### src/snoop_intervention_pkg.sv
package snoop_intervention_pkg;

   // Bus data and line geometry
   localparam int DATA_W      = 64;
   localparam int DW_W        = 2;
   localparam int LINE_BEATS  = 4;
   localparam logic [1:0] BEAT_LAST = 2'h3;

   // Outstanding data-only queue and intervention buffer sizes
   localparam int QUEUE_DEPTH = 16;
   localparam int FIFO_DEPTH  = 32;
   localparam int PTR_W       = 4;
   localparam int CNT_W       = 5;

   // Reset values
   localparam logic [CNT_W-1:0] CNT_RST = 5'h00;
   localparam logic [PTR_W-1:0] PTR_RST = 4'h0;
   localparam logic [1:0]       DW_RST  = 2'h0;

   // Snooped transaction kinds as decoded from the transfer type
   typedef enum logic [2:0] {
      SNP_READ        = 3'h0,
      SNP_READ_WITH_INTENT_TO_MODIFY       = 3'h1,
      SNP_READ_CLAIM      = 3'h2,
      SNP_CLEAN       = 3'h3,
      SNP_FLUSH       = 3'h4,
      SNP_WRITE_FLUSH = 3'h5,
      SNP_OTHER       = 3'h6
   } snoop_type_t;

   // Data tenure push machine
   typedef enum logic [1:0] {
      PUSH_IDLE = 2'b01,
      PUSH_BEAT = 2'b10
   } push_state_t;

endpackage : snoop_intervention_pkg

### src/line_fifo_if.sv
`timescale 1ns/1ps
interface line_fifo_if #(
   parameter int WIDTH = 8
);
   logic             push_valid;
   logic             push_ready;
   logic [WIDTH-1:0] push_data;
   logic             pop_valid;
   logic             pop_ready;
   logic [WIDTH-1:0] pop_data;

   // The buffer itself
   modport store (
      input  push_valid,
      input  push_data,
      input  pop_ready,
      output push_ready,
      output pop_valid,
      output pop_data
   );

   // The logic that fills and drains it
   modport user (
      output push_valid,
      output push_data,
      output pop_ready,
      input  push_ready,
      input  pop_valid,
      input  pop_data
   );
endinterface : line_fifo_if

### src/snoop_data_intervention.sv
`timescale 1ns/1ps
module snoop_data_intervention
   import snoop_intervention_pkg::*;
#(
   parameter int QDEPTH = QUEUE_DEPTH,
   parameter int FDEPTH = FIFO_DEPTH
) (
   // Clock and reset
   input  wire logic                mclk_i,
   input  wire logic                rst_n_i,
   // Static configuration
   input  wire logic                intervention_disable_i,
   input  wire logic                split_transaction_bus_mode_i,
   // Snooped address tenure
   input  wire logic                transfer_start_i,
   input  wire snoop_type_t         snoop_type_i,
   input  wire logic [DW_W-1:0]     snoop_dw_i,
   input  wire logic                write_through_attr_i,
   input  wire logic                cache_inhibit_attr_i,
   input  wire logic                line_modified_i,
   input  wire logic                snoop_resp_next_i,
   input  wire logic                address_retry_i,
   // Cache line fetch into the intervention buffer
   output logic                     fetch_req_o,
   output logic [DW_W-1:0]          fetch_dw_o,
   input  wire logic                fill_valid_i,
   input  wire logic [DATA_W-1:0]   fill_data_i,
   output logic                     fill_ready_o,
   // Data bus side
   input  wire logic                data_bus_grant_i,
   input  wire logic                transfer_acknowledge_i,
   output logic                     hit_o,
   output logic                     data_only_request_strobe_o,
   output logic [DATA_W-1:0]        data_o,
   output logic [DW_W-1:0]          data_dw_o,
   output logic                     data_oe_o,
   // Status
   output logic [CNT_W-1:0]         outstanding_o,
   output logic                     queue_full_o
);

   // Bus inputs are synchronous to mclk_i; only the disable and mode pins are synchronised
   logic        dis_meta_q;
   logic        dis_sync_q;
   logic        mode_meta_q;
   logic        mode_sync_q;

   // Snoop tracking
   logic            pend_valid_q;
   logic            pend_elig_q;
   logic [DW_W-1:0] pend_dw_q;
   logic            hit_q;
   logic            hit_d;
   logic [DW_W-1:0] hit_dw_q;
   logic            read_type;
   logic            snoop_elig;
   logic            append;

   // Queue of critical double-words awaiting fetch, in hit order
   logic [DW_W-1:0]  dw_mem [QDEPTH];
   logic [PTR_W-1:0] wr_ptr_q;
   logic [PTR_W-1:0] rd_ptr_q;
   logic [CNT_W-1:0] fetch_cnt_q;
   logic             fetch_go;
   logic             fetch_busy_q;
   logic             fetch_req_q;
   logic [DW_W-1:0]  fetch_dw_q;
   logic [DW_W-1:0]  line_dw_q;

   // Fill accounting
   logic [1:0]       fill_beat_q;
   logic             fill_push;
   logic             line_done;

   // Strobe and grant accounting
   logic [CNT_W-1:0] outst_cnt_q;
   logic [CNT_W-1:0] ready_cnt_q;
   logic [CNT_W-1:0] await_cnt_q;
   logic             data_only_request_strobe_fire;
   logic             data_only_request_strobe_q;
   logic             grant_take;

   // Data push
   push_state_t         state_q;
   logic [1:0]          push_beat_q;
   logic [DATA_W-1:0]   data_q;
   logic [DW_W-1:0]     data_dw_q;
   logic                data_oe_q;
   logic                pop;

   line_fifo_if #(.WIDTH(DATA_W + DW_W)) buf_if ();

   line_fifo #(
      .WIDTH (DATA_W + DW_W),
      .DEPTH (FDEPTH)
   ) u_buf (
      .mclk_i  (mclk_i),
      .rst_n_i (rst_n_i),
      .fifo    (buf_if.store)
   );

   // Two-stage synchronisers for the static control pins
   always_ff @(posedge mclk_i or negedge rst_n_i) begin
      if (!rst_n_i) begin
         dis_meta_q  <= 1'b1;
         dis_sync_q  <= 1'b1;
         mode_meta_q <= 1'b0;
         mode_sync_q <= 1'b0;
      end else begin
         dis_meta_q  <= intervention_disable_i;
         dis_sync_q  <= dis_meta_q;
         mode_meta_q <= split_transaction_bus_mode_i;
         mode_sync_q <= mode_meta_q;
      end
   end

   // Attribute inputs are deliberately not looked at: any read-type snoop may hit
   assign read_type = (snoop_type_i == SNP_READ) ||
                      (snoop_type_i == SNP_READ_WITH_INTENT_TO_MODIFY) ||
                      (snoop_type_i == SNP_READ_CLAIM);

   // Only modified lines are ever supplied; clean and flush push regardless of disable
   assign snoop_elig = line_modified_i && mode_sync_q &&
                       ((read_type && !dis_sync_q) ||
                        (snoop_type_i == SNP_CLEAN) ||
                        (snoop_type_i == SNP_FLUSH));

   // Hit only while a queue slot remains, counting a hit still in its window
   assign hit_d = snoop_resp_next_i && pend_valid_q && pend_elig_q &&
                  ((outst_cnt_q + CNT_W'(hit_q)) < CNT_W'(QDEPTH));

   // A hit that meets a retry in its window is dropped, never queued
   assign append = hit_q && !address_retry_i;

   // Catch the snoop at its start and hold the decision until its window
   always_ff @(posedge mclk_i or negedge rst_n_i) begin
      if (!rst_n_i) begin
         pend_valid_q <= 1'b0;
         pend_elig_q  <= 1'b0;
         pend_dw_q    <= DW_RST;
      end else if (transfer_start_i) begin
         pend_valid_q <= 1'b1;
         pend_elig_q  <= snoop_elig;
         pend_dw_q    <= snoop_dw_i;
      end else if (snoop_resp_next_i) begin
         pend_valid_q <= 1'b0;
      end
   end

   // Hit response, driven during the response window only
   always_ff @(posedge mclk_i or negedge rst_n_i) begin
      if (!rst_n_i) begin
         hit_q    <= 1'b0;
         hit_dw_q <= DW_RST;
      end else begin
         hit_q    <= hit_d;
         hit_dw_q <= pend_dw_q;
      end
   end

   // Critical double-word of each appended line, kept in hit order
   always_ff @(posedge mclk_i) begin
      if (append) begin
         dw_mem[wr_ptr_q] <= hit_dw_q;
      end
   end

   // One line fetch at a time; the buffer fills in the order hits were given
   assign fetch_go = (fetch_cnt_q != CNT_RST) && !fetch_busy_q;

   always_ff @(posedge mclk_i or negedge rst_n_i) begin
      if (!rst_n_i) begin
         wr_ptr_q    <= PTR_RST;
         rd_ptr_q    <= PTR_RST;
         fetch_cnt_q <= CNT_RST;
      end else begin
         if (append) begin
            wr_ptr_q <= wr_ptr_q + 1'b1;
         end
         if (fetch_go) begin
            rd_ptr_q <= rd_ptr_q + 1'b1;
         end
         fetch_cnt_q <= fetch_cnt_q + CNT_W'(append) - CNT_W'(fetch_go);
      end
   end

   // Fetch request pulse carries the starting double-word so beats wrap from it
   always_ff @(posedge mclk_i or negedge rst_n_i) begin
      if (!rst_n_i) begin
         fetch_req_q  <= 1'b0;
         fetch_dw_q   <= DW_RST;
         fetch_busy_q <= 1'b0;
      end else begin
         fetch_req_q <= fetch_go;
         if (fetch_go) begin
            fetch_dw_q   <= dw_mem[rd_ptr_q];
            fetch_busy_q <= 1'b1;
         end else if (line_done) begin
            fetch_busy_q <= 1'b0;
         end
      end
   end

   // Beats enter the buffer tagged with their double-word index
   assign fill_push = fill_valid_i && buf_if.push_ready;
   assign line_done = fill_push && (fill_beat_q == BEAT_LAST);
   assign buf_if.push_valid = fill_valid_i;
   assign buf_if.push_data  = {fill_beat_q + fetch_dw_q, fill_data_i};

   always_ff @(posedge mclk_i or negedge rst_n_i) begin
      if (!rst_n_i) begin
         fill_beat_q <= 2'h0;
      end else if (fill_push) begin
         fill_beat_q <= fill_beat_q + 2'h1;
      end
   end

   // Strobe only once a whole line sits in the buffer, never beside a hit or just after one
   assign data_only_request_strobe_fire = (ready_cnt_q != CNT_RST) && !hit_d && !hit_q;

   // Lines waiting for their strobe; one strobe per line, back to back if several wait
   always_ff @(posedge mclk_i or negedge rst_n_i) begin
      if (!rst_n_i) begin
         ready_cnt_q <= CNT_RST;
         data_only_request_strobe_q      <= 1'b0;
      end else begin
         ready_cnt_q <= ready_cnt_q + CNT_W'(line_done) - CNT_W'(data_only_request_strobe_fire);
         data_only_request_strobe_q      <= data_only_request_strobe_fire;
      end
   end

   // A grant only counts once a strobe for the oldest line has gone out
   assign grant_take = data_bus_grant_i && (await_cnt_q != CNT_RST) &&
                       (state_q == PUSH_IDLE);

   // Strobed lines awaiting grant, and total outstanding entries
   always_ff @(posedge mclk_i or negedge rst_n_i) begin
      if (!rst_n_i) begin
         await_cnt_q <= CNT_RST;
         outst_cnt_q <= CNT_RST;
      end else begin
         await_cnt_q <= await_cnt_q + CNT_W'(data_only_request_strobe_fire) - CNT_W'(grant_take);
         outst_cnt_q <= outst_cnt_q + CNT_W'(append) - CNT_W'(grant_take);
      end
   end

   // Pop on the grant for the first beat and on each acknowledge but the last
   assign pop = grant_take ||
                ((state_q == PUSH_BEAT) && transfer_acknowledge_i && (push_beat_q != BEAT_LAST));
   assign buf_if.pop_ready = pop;

   // Data tenure: no address phase of its own, just beats paced by acknowledge
   always_ff @(posedge mclk_i or negedge rst_n_i) begin
      if (!rst_n_i) begin
         state_q     <= PUSH_IDLE;
         push_beat_q <= 2'h0;
         data_q      <= '0;
         data_dw_q   <= DW_RST;
         data_oe_q   <= 1'b0;
      end else begin
         case (state_q)
            PUSH_IDLE: begin
               if (grant_take) begin
                  state_q     <= PUSH_BEAT;
                  push_beat_q <= 2'h0;
                  data_q      <= buf_if.pop_data[DATA_W-1:0];
                  data_dw_q   <= buf_if.pop_data[DATA_W+DW_W-1:DATA_W];
                  data_oe_q   <= 1'b1;
               end
            end
            PUSH_BEAT: begin
               if (transfer_acknowledge_i) begin
                  if (push_beat_q == BEAT_LAST) begin
                     state_q   <= PUSH_IDLE;
                     data_oe_q <= 1'b0;
                  end else begin
                     push_beat_q <= push_beat_q + 2'h1;
                     data_q      <= buf_if.pop_data[DATA_W-1:0];
                     data_dw_q   <= buf_if.pop_data[DATA_W+DW_W-1:DATA_W];
                  end
               end
            end
            default: begin
               state_q   <= PUSH_IDLE;
               data_oe_q <= 1'b0;
            end
         endcase
      end
   end

   // Status flags registered for clean outputs
   logic queue_full_q;

   always_ff @(posedge mclk_i or negedge rst_n_i) begin
      if (!rst_n_i) begin
         queue_full_q <= 1'b0;
      end else begin
         queue_full_q <= (outst_cnt_q >= CNT_W'(QDEPTH));
      end
   end

   // Outputs; fill_ready_o is the buffer's own registered ready, so the cache stalls on it
   assign hit_o                      = hit_q;
   assign data_only_request_strobe_o = data_only_request_strobe_q;
   assign fetch_req_o                = fetch_req_q;
   assign fetch_dw_o                 = fetch_dw_q;
   assign fill_ready_o               = buf_if.push_ready;
   assign data_o                     = data_q;
   assign data_dw_o                  = data_dw_q;
   assign data_oe_o                  = data_oe_q;
   assign outstanding_o              = outst_cnt_q;
   assign queue_full_o               = queue_full_q;

endmodule : snoop_data_intervention

### src/line_fifo.sv
`timescale 1ns/1ps
module line_fifo #(
   parameter int WIDTH = 8,
   parameter int DEPTH = 32
) (
   // Clock and reset
   input  wire logic    mclk_i,
   input  wire logic    rst_n_i,
   // Both ends of the buffer
   line_fifo_if.store   fifo
);
   localparam int AW = $clog2(DEPTH);

   logic [WIDTH-1:0] mem [DEPTH];
   logic [AW-1:0]    wr_ptr_q;
   logic [AW-1:0]    rd_ptr_q;
   logic [AW:0]      count_q;
   logic [AW:0]      count_d;
   logic             ready_q;
   logic             valid_q;
   logic             do_push;
   logic             do_pop;

   // Handshakes; flags are registered so ports never see a combinational path
   assign do_push = fifo.push_valid && ready_q;
   assign do_pop  = fifo.pop_ready && valid_q;
   assign fifo.push_ready = ready_q;
   assign fifo.pop_valid  = valid_q;
   assign fifo.pop_data   = mem[rd_ptr_q];

   // Occupancy after this edge
   always_comb begin
      count_d = count_q;
      if (do_push && !do_pop) begin
         count_d = count_q + 1'b1;
      end else if (do_pop && !do_push) begin
         count_d = count_q - 1'b1;
      end
   end

   // Storage array, written only on an accepted push
   always_ff @(posedge mclk_i) begin
      if (do_push) begin
         mem[wr_ptr_q] <= fifo.push_data;
      end
   end

   // Pointers and honest full / empty flags
   always_ff @(posedge mclk_i or negedge rst_n_i) begin
      if (!rst_n_i) begin
         wr_ptr_q <= '0;
         rd_ptr_q <= '0;
         count_q  <= '0;
         ready_q  <= 1'b0;
         valid_q  <= 1'b0;
      end else begin
         if (do_push) begin
            wr_ptr_q <= (wr_ptr_q == AW'(DEPTH - 1)) ? '0 : wr_ptr_q + 1'b1;
         end
         if (do_pop) begin
            rd_ptr_q <= (rd_ptr_q == AW'(DEPTH - 1)) ? '0 : rd_ptr_q + 1'b1;
         end
         count_q <= count_d;
         ready_q <= (count_d != (AW + 1)'(DEPTH));
         valid_q <= (count_d != '0);
      end
   end

endmodule : line_fifo

### config.mk
export PLATFORM = sky130hd
export DESIGN_NAME = snoop_data_intervention
export DESIGN_NICKNAME = d
export VERILOG_FILES = /design/src/snoop_intervention_pkg.sv /design/src/line_fifo_if.sv /design/src/snoop_data_intervention.sv /design/src/line_fifo.sv
export SDC_FILE = /design/constraint.sdc
export NUM_CORES = 2
export LEC_CHECK = 0
export BUFFER_PORTS_ARGS = -buffer_cell sky130_fd_sc_hd__buf_4
export CAP_MARGIN = 20
export CORE_MARGIN = 2
export CORE_UTILIZATION = 32
export CTS_BUF_LIST = sky130_fd_sc_hd__clkbuf_4 sky130_fd_sc_hd__clkbuf_8 sky130_fd_sc_hd__clkbuf_16
export CTS_CLUSTER_SIZE = 10
export DETAILED_ROUTE_END_ITERATION = 12
export SYNTH_ARGS = -nofsm -noshare
export SYNTH_HDL_FRONTEND = slang
export SYNTH_SLANG_ARGS = --single-unit
### constraint.sdc
create_clock -name mclk_i -period 13.3 [get_ports mclk_i]
set_input_delay 0 -clock mclk_i [delete_from_list [all_inputs] [get_ports mclk_i]]
set_output_delay 0 -clock mclk_i [all_outputs]
set_load 0.02 [all_outputs]
* Word level (Yosys, flattened, before mapping)
Memories as Yosys holds them, arrays and structs flattened. A register that Yosys moved wholly into a read port is not among the register bits.
Index checks and enable logic that the tools add are counted.
W data, S select, Z words.
** Cells by class
- $add $sub $neg :: 18
- Order comparisons :: 2
- Equal/unequal tests :: 16
- Mux-type cells :: 32
- Reduce and logical (&&, ||, !) cells :: 42
** Operator list (count)
- $mux W64 :: 3
- $pmux W64 S2 :: 1
- $add A5 B1 Y5 :: 5
- $sub A5 B1 Y5 :: 4
- $logic_and A1 B1 Y1 :: 19
- $mux W2 :: 9
- $reduce_bool A5 Y1 :: 3
- $mux W6 :: 2
- $pmux W2 S2 :: 3
- $mux W1 :: 11
- $add A5 B1 Y5 const B :: 2
- $eq A5 B5 Y1 const B :: 2
- $mux W5 :: 2
- $add A4 B1 Y4 const B :: 2
- $logic_not A1 Y1 :: 8
- $ne A2 B2 Y1 const B :: 4
- $add A6 B1 Y6 const B :: 1
- $eq A2 B2 Y1 const B :: 3
- $eq A3 B2 Y1 const B :: 2
- $ne A6 B6 Y1 const B :: 1
- $reduce_bool A2 Y1 :: 3
- $reduce_bool A6 Y1 :: 1
- $sub A6 B1 Y6 const B :: 1
- $ge A5 B5 Y1 const B :: 1
- 12 further kinds :: 17
** Word-level totals
- Register bits after elaboration :: 134
- RAM bits :: 2144
- Word-level logic and storage cells :: 142
- Memories :: 2
** Memories
- u_buf.mem :: words 32, width 66, rd ports 1, clocked after Yosys merged registers in 0, wr ports 1, line line_fifo.sv:14 : logic [WIDTH-1:0] mem [DEPTH];
- dw_mem :: words 16, width 2, rd ports 1, clocked after Yosys merged registers in 1, wr ports 1, line snoop_data_intervention.sv:60 : logic [DW_W-1:0] dw_mem [QDEPTH];

* Logic depth before layout (Yosys ltp)
- Word-level depth :: 9
- Depth in mapped cells :: 16
- Mapped depth without buffers :: 16

* Modules after synthesis
A second synthesis with hierarchy kept.
** Second synthesis, totals
- Cell total of the unflattened synthesis :: 5075
- Area, all modules :: 89580.9 um2
** Modules (own cells, without submodules)
- line_fifo :: times used 1, cells each 4647, area each 83183.5 um2
- snoop_data_intervention :: times used 1, cells each 428, area each 6397.4 um2

* Worst setup path after synthesis
No wires, ideal clock.
- Path kind :: register to register
- Start point :: register u_buf.ready_q, in the netlist u_buf.fifo.push_ready
- End point :: memory u_buf.mem[15][0] (netlist bit), enable pin
- Arrival :: 4.197 ns
- Data required time :: 12.809 ns
- Path slack :: 8.612 ns
- Cell stages (with the launch flop) :: 6
- Path buffers :: 2
- Path through :: dfrtp_1 and2_1 clkbuf_1 clkbuf_1 nand2_1 nor2_1
** On the way
- Word-level cells in the longest chain between the ends :: 3
** Ends and longest elaborated chain
- from (decl) :: line line_fifo.sv:19 : logic ready_q;
- from (signal assigned) :: line line_fifo.sv:64 : ready_q <= (count_d != (AW + 1)'(DEPTH));
- $logic_and A1 B1 Y1 :: line line_fifo.sv:25 : assign do_push = fifo.push_valid && ready_q;
- $mux W1 :: line line_fifo.sv:43 : if (do_push) begin
- $mux W1 (implied by the code) :: line line_fifo.sv:44 : mem[wr_ptr_q] <= fifo.push_data;
- to (decl) :: line line_fifo.sv:14
No other way between the ends.

* Final worst setup path
- Start point :: register u_buf.rd_ptr_q[0]
- End point :: register data_q[1], in the netlist data_o[1]
** On the way
- Word-level cells in the longest chain between the ends :: 4
- Elaborated cells between the ends (all ways) :: 5
- Those cells by class :: mux: 4; memory: 1
** Ends and longest elaborated chain
- from (decl) :: line line_fifo.sv:16 : logic [AW-1:0] rd_ptr_q;
- from (signal assigned) :: line line_fifo.sv:61 : rd_ptr_q <= (rd_ptr_q == AW'(DEPTH - 1)) ? '0 : rd_ptr_q + 1'b1;
- $mem_v2 Z32 W66 *
- $mux W64 :: line snoop_data_intervention.sv:273 : if (push_beat_q == BEAT_LAST) begin
- $mux W64 :: line snoop_data_intervention.sv:272 : if (transfer_acknowledge_i) begin
- $pmux W64 S2 * :: line snoop_data_intervention.sv:261 : case (state_q)
- to (signal assigned) :: line snoop_data_intervention.sv:266 : data_q <= buf_if.pop_data[DATA_W-1:0];
- to (signal assigned) :: line snoop_data_intervention.sv:278 : data_q <= buf_if.pop_data[DATA_W-1:0];
- to (decl) :: line snoop_data_intervention.sv:86 : logic [DATA_W-1:0] data_q;
Every way passes the cells marked *; elsewhere a longest branch is shown, timed or not. The select of a mux whose other input is x is not followed.
A chain may end at the register's enable or synchronous reset.

==> out/results.txt <==
The worst hold path begins at snoop_resp_next_i. The logs give 42090 for the via count and 273 for the number of buffers added by the clock tree synthesis step. Relative to the synthesized area, the layout overhead comes to 16.84%.

The largest net degree at the start of global routing is 151, and the delay of the slowest critical-path stage is 0.92 ns. Setup repair after global routing left no endpoint under its margin. The share of cells above drive strength 1 came out at 28.13%. The master cell of the clock root buffer is clkbuf_16. The type of the setup path with the least slack was register to register.

In this run the worst path has a maximum fanout of 114. The finished cells cover 101600 um^2. The max-slew violation count is 0. Synthesis produced a netlist whose cell count is 3954. TritonCTS built the clock tree.

From left edge to right edge, the die measures 525.2 um. The depth of the worst hold-timing path is 4, and the worst voltage drop across the vdd grid is 212.2 uV. For the final database, setup skew stands at 0.06331 ns. The count of buffers added on input and output ports is 158. The transition time at the pin with the least slew margin was 1.148 ns; the setup TNS was 0 ns. The post-placement cell area is 92580 um^2.

The worst-case reg-to-reg path depth is 8, and the number of warnings issued by yosys is 0. The mean number of vias per cell came out at 5.226. The max-slew headroom at the worst pin came out at 23.44%.

After synthesis, the mean cell area works out to 21.99 um^2. The number of top-level pins came out at 161. The tree built by TritonCTS fans out to 2279 sinks. The hold violation count in the final report was 0.

The worst-skew pair later-pin latency came out at 0.85 ns. In the layout the commonest cells are edfxtp_1 (2144), mux4_2 (538), clkbuf_16 (278). The tools report the sum of routed wire length over all layers as 218.8 mm. The number of distinct library cells after synthesis is 57, and the number of antenna violations at the first check in global routing is 18. The signal on the critical path passes through buf_12 -> buf_4 -> buf_4 -> mux4_2 -> a22oi_1 -> a21oi_1 -> a21oi_1 -> a21oi_1. The H-tree was split into 5 levels. Clock-pin slew was measured on the worst setup and hold paths at 0.05 ns. Data arrives at the worst endpoint at 5.79 ns. The die is 525.2 um tall. For this run, the detailed router's first-pass iteration total came to 6. The run gives 77.94% as the share of synthesized area occupied by flip-flops and latches.

The remaining global-route overflow was 0; the post-route fraction of the period consumed by the critical path was 38.36%. The overall global routing resource usage came out at 15.51%. Wire length of the first global-routing pass: 313.2 mm. The post-synth net total was 4082; the average wire length per cell after detail routing was 27.16 um.

The most critical setup path has its startpoint at u_buf.rd_ptr_q[0]$_DFFE_PN0P_. The tool flagged a number of max-cap violations equal to 0. The run gives 43640 as the number of global-route vias before repair. The flow ran to the end, and the final reports show no timing, DRC or antenna violations. The most common cell after layout, fill and taps aside was edfxtp_1. The routed design could run at a clock period as short as 5.101 ns. In the synthesized netlist the dominant register cell turns out to be edfxtp_1. Nature of the critical path startpoint: a register.

For the count of routing violations after the opening detailed-route iteration, the log shows 4785. STA classifies the critical path endpoint as a register. For the worst setup path, the data required time is 13.99 ns. The congestion estimate from routability-driven global placement came to 0.7224. The run gives 191 as the number of placement rows. The fraction of registers with async set or reset after synthesis was 5.924%. The filler cells instantiated in the layout total 24390. For the leakage power of the design, the log shows 32.43 nW.

The synthesized design contains 2144 enable-type register cells. The HPWL after detailed placement is 112.8 mm. In this run, post-CTS repair resized a total of 0 instances. The floorplan core area is 270500 um^2, and the netlist area before placement is 86940 um^2. The initial cell density of the core is 32.14%, and the total power divided by cell area is 208.3 nW/um^2. Library cell appearing most often on the critical path: a21oi_1.

Timing would allow up to 196.0 MHz. For this run, design rule violations remaining after detail routing come to 0. The run gives 4 as the maximum buffer depth of the clock tree.

Counting flops and latches in the post-synthesis netlist gives 2279. The tools report the setup violation total in the final timing report as 0. The floorplan step defined a die boundary enclosing 275900 um^2.

The slowest stage of the critical path belongs to the cell buf_4. The classification of the worst-slack hold path is input pin to register. The post-route antenna net violation count is 0. The total number of nets in the final design was 4485. The startpoint identified for the worst register-to-register timing path is u_buf.rd_ptr_q[0]$_DFFE_PN0P_.
## worst paths after layout
| path | endpoint | slack, ns |
|---|---|---|
| min in group asynchronous | dis_sync_q$_DFF_PN1_ | 0.30 |
| worst min-delay path | hit_o$_DFF_PN0_ | 0.08 |
| worst min register to register | mode_sync_q$_DFF_PN0_ | 0.35 |
| max in group asynchronous | data_o[58]$_DFFE_PN0P_ | 11.38 |
| worst max-delay path | data_o[1]$_DFFE_PN0P_ | 8.20 |
| worst max register to register | data_o[1]$_DFFE_PN0P_ | 8.20 |
## sequential cells by signal, indices dropped and copies added, names as in the netlist, 2 cells and up
signal / flops
rd_ptr_q: 4
pend_dw_q: 2
u_buf.rd_ptr_q: 5
u_buf.wr_ptr_q: 5
fetch_cnt_q: 5
ready_cnt_q: 5
wr_ptr_q: 4
data_dw_o: 2
outstanding_o: 5
push_beat_q: 2
u_buf.mem: 2112
hit_dw_q: 2
data_o: 64
dw_mem: 32
fill_beat_q: 2
await_cnt_q: 5
u_buf.count_q: 6
fetch_dw_o: 2
state_q: 2
## through the flow
stage / utilization [%] / total power, mW / setup WS (ns) / std cells / hold slack (ns)
after floorplan: - / 12.72 / 8.612 / 3954 / -0.2956
after global placement: 34.21 / 14.50 / 7.847 / 7561 / -0.008475
after detailed placement: 34.22 / 14.56 / 7.845 / 7562 / -0.006779
after CTS: 37.51 / 21.40 / 7.885 / 8049 / 0.02267
after global routing: 37.55 / 22.08 / 7.617 / 8053 / 0.05075
final: 37.55 / 21.16 / 8.199 / 8054 / 0.07771
## synthesized netlist by cell type, types with 2 or more instances
cell	count	area [um^2]
and2_1	19	118.9
mux2i_1	70	700.7
fa_1	4	80.08
o21ai_0	7	35.03
a22oi_1	198	1486
nand4_1	6	37.54
ha_1	42	525.5
o21ai_1	69	345.3
nand2_1	28	105.1
buf_1	20	75.07
nor3_1	6	30.03
and2_2	2	15.01
or3_1	3	18.77
nor3b_1	2	15.01
dfrtp_1	132	3303
a21o_1	6	45.04
xor2_1	11	96.34
o22ai_1	2	12.51
nand3_1	9	45.04
a21oi_1	210	1051
xnor2_1	21	183.9
mux4_2	538	12120
edfxtp_1	2144	64380
buf_2	73	365.4
clkbuf_1	80	300.3
nor4b_1	2	17.52
a211oi_1	2	15.01
dfstp_2	3	78.83
nor2_1	119	446.7
buf_4	32	240.2
nor4_1	2	12.51
nor2b_1	4	25.02
inv_1	40	150.1
buf_6	12	135.1
and3_1	4	25.02
nand3b_1	5	37.54
mux2_2	7	78.83
## layer usage
metal / up-vias / share of wire [%] / global-route usage [%]
li1: 17340 / - / -
met1: 22900 / 43 / 21.69
met2: 1506 / 49 / 25.44
met3: 328 / 6.3 / 2.328
met4: 22 / 2.0 / 3.779
met5: - / 0.069 / 0
## worst max-delay path, delay by kind of cell (launching register included)
kind | cells | cell delay (ns)
flops | 1 | 0.87
buf+inv | 3 | 2.40
compound gates | 4 | 0.97
mux | 1 | 0.61
## cell type report
type	instances	area, um^2	share of cell area (%)
antenna	1	2.502	0.002463
clock buffer	374	7690	7.570
clock inverter	27	331.6	0.3264
inverter	43	162.7	0.1601
multi-input combinational	1415	18190	17.91
sequential	2279	67780	66.72
tap	3570	4467	4.397
timing repair buffer	345	2959	2.913
## cell families after synthesis
family / share of synthesized area, %
adder cells (fa/ha/maj): 0.6965
flip-flops: 77.94
XOR/XNOR: 0.3411
multiplexers: 14.85
buffers and inverters: 1.471
AND/OR/NAND/NOR: 1.189
AO/OA/AOI/OAI: 3.517
## where the power goes
group / internal [mW] / switching (mW) / total, mW / leakage [nW]
logic: 2.39 / 3.15 / 5.53 / 7.55
registers: 8.48 / 0.358 / 8.84 / 20.8
clock network: 4.04 / 2.75 / 6.79 / 4.03
## timing repair
action | 4_1_cts | 5_1_grt
setup buffers | 0 | 0
hold endpoints to repair | 2181 | 0
hold buffers | 86 | 0
Power figures use the tool's default switching activity.
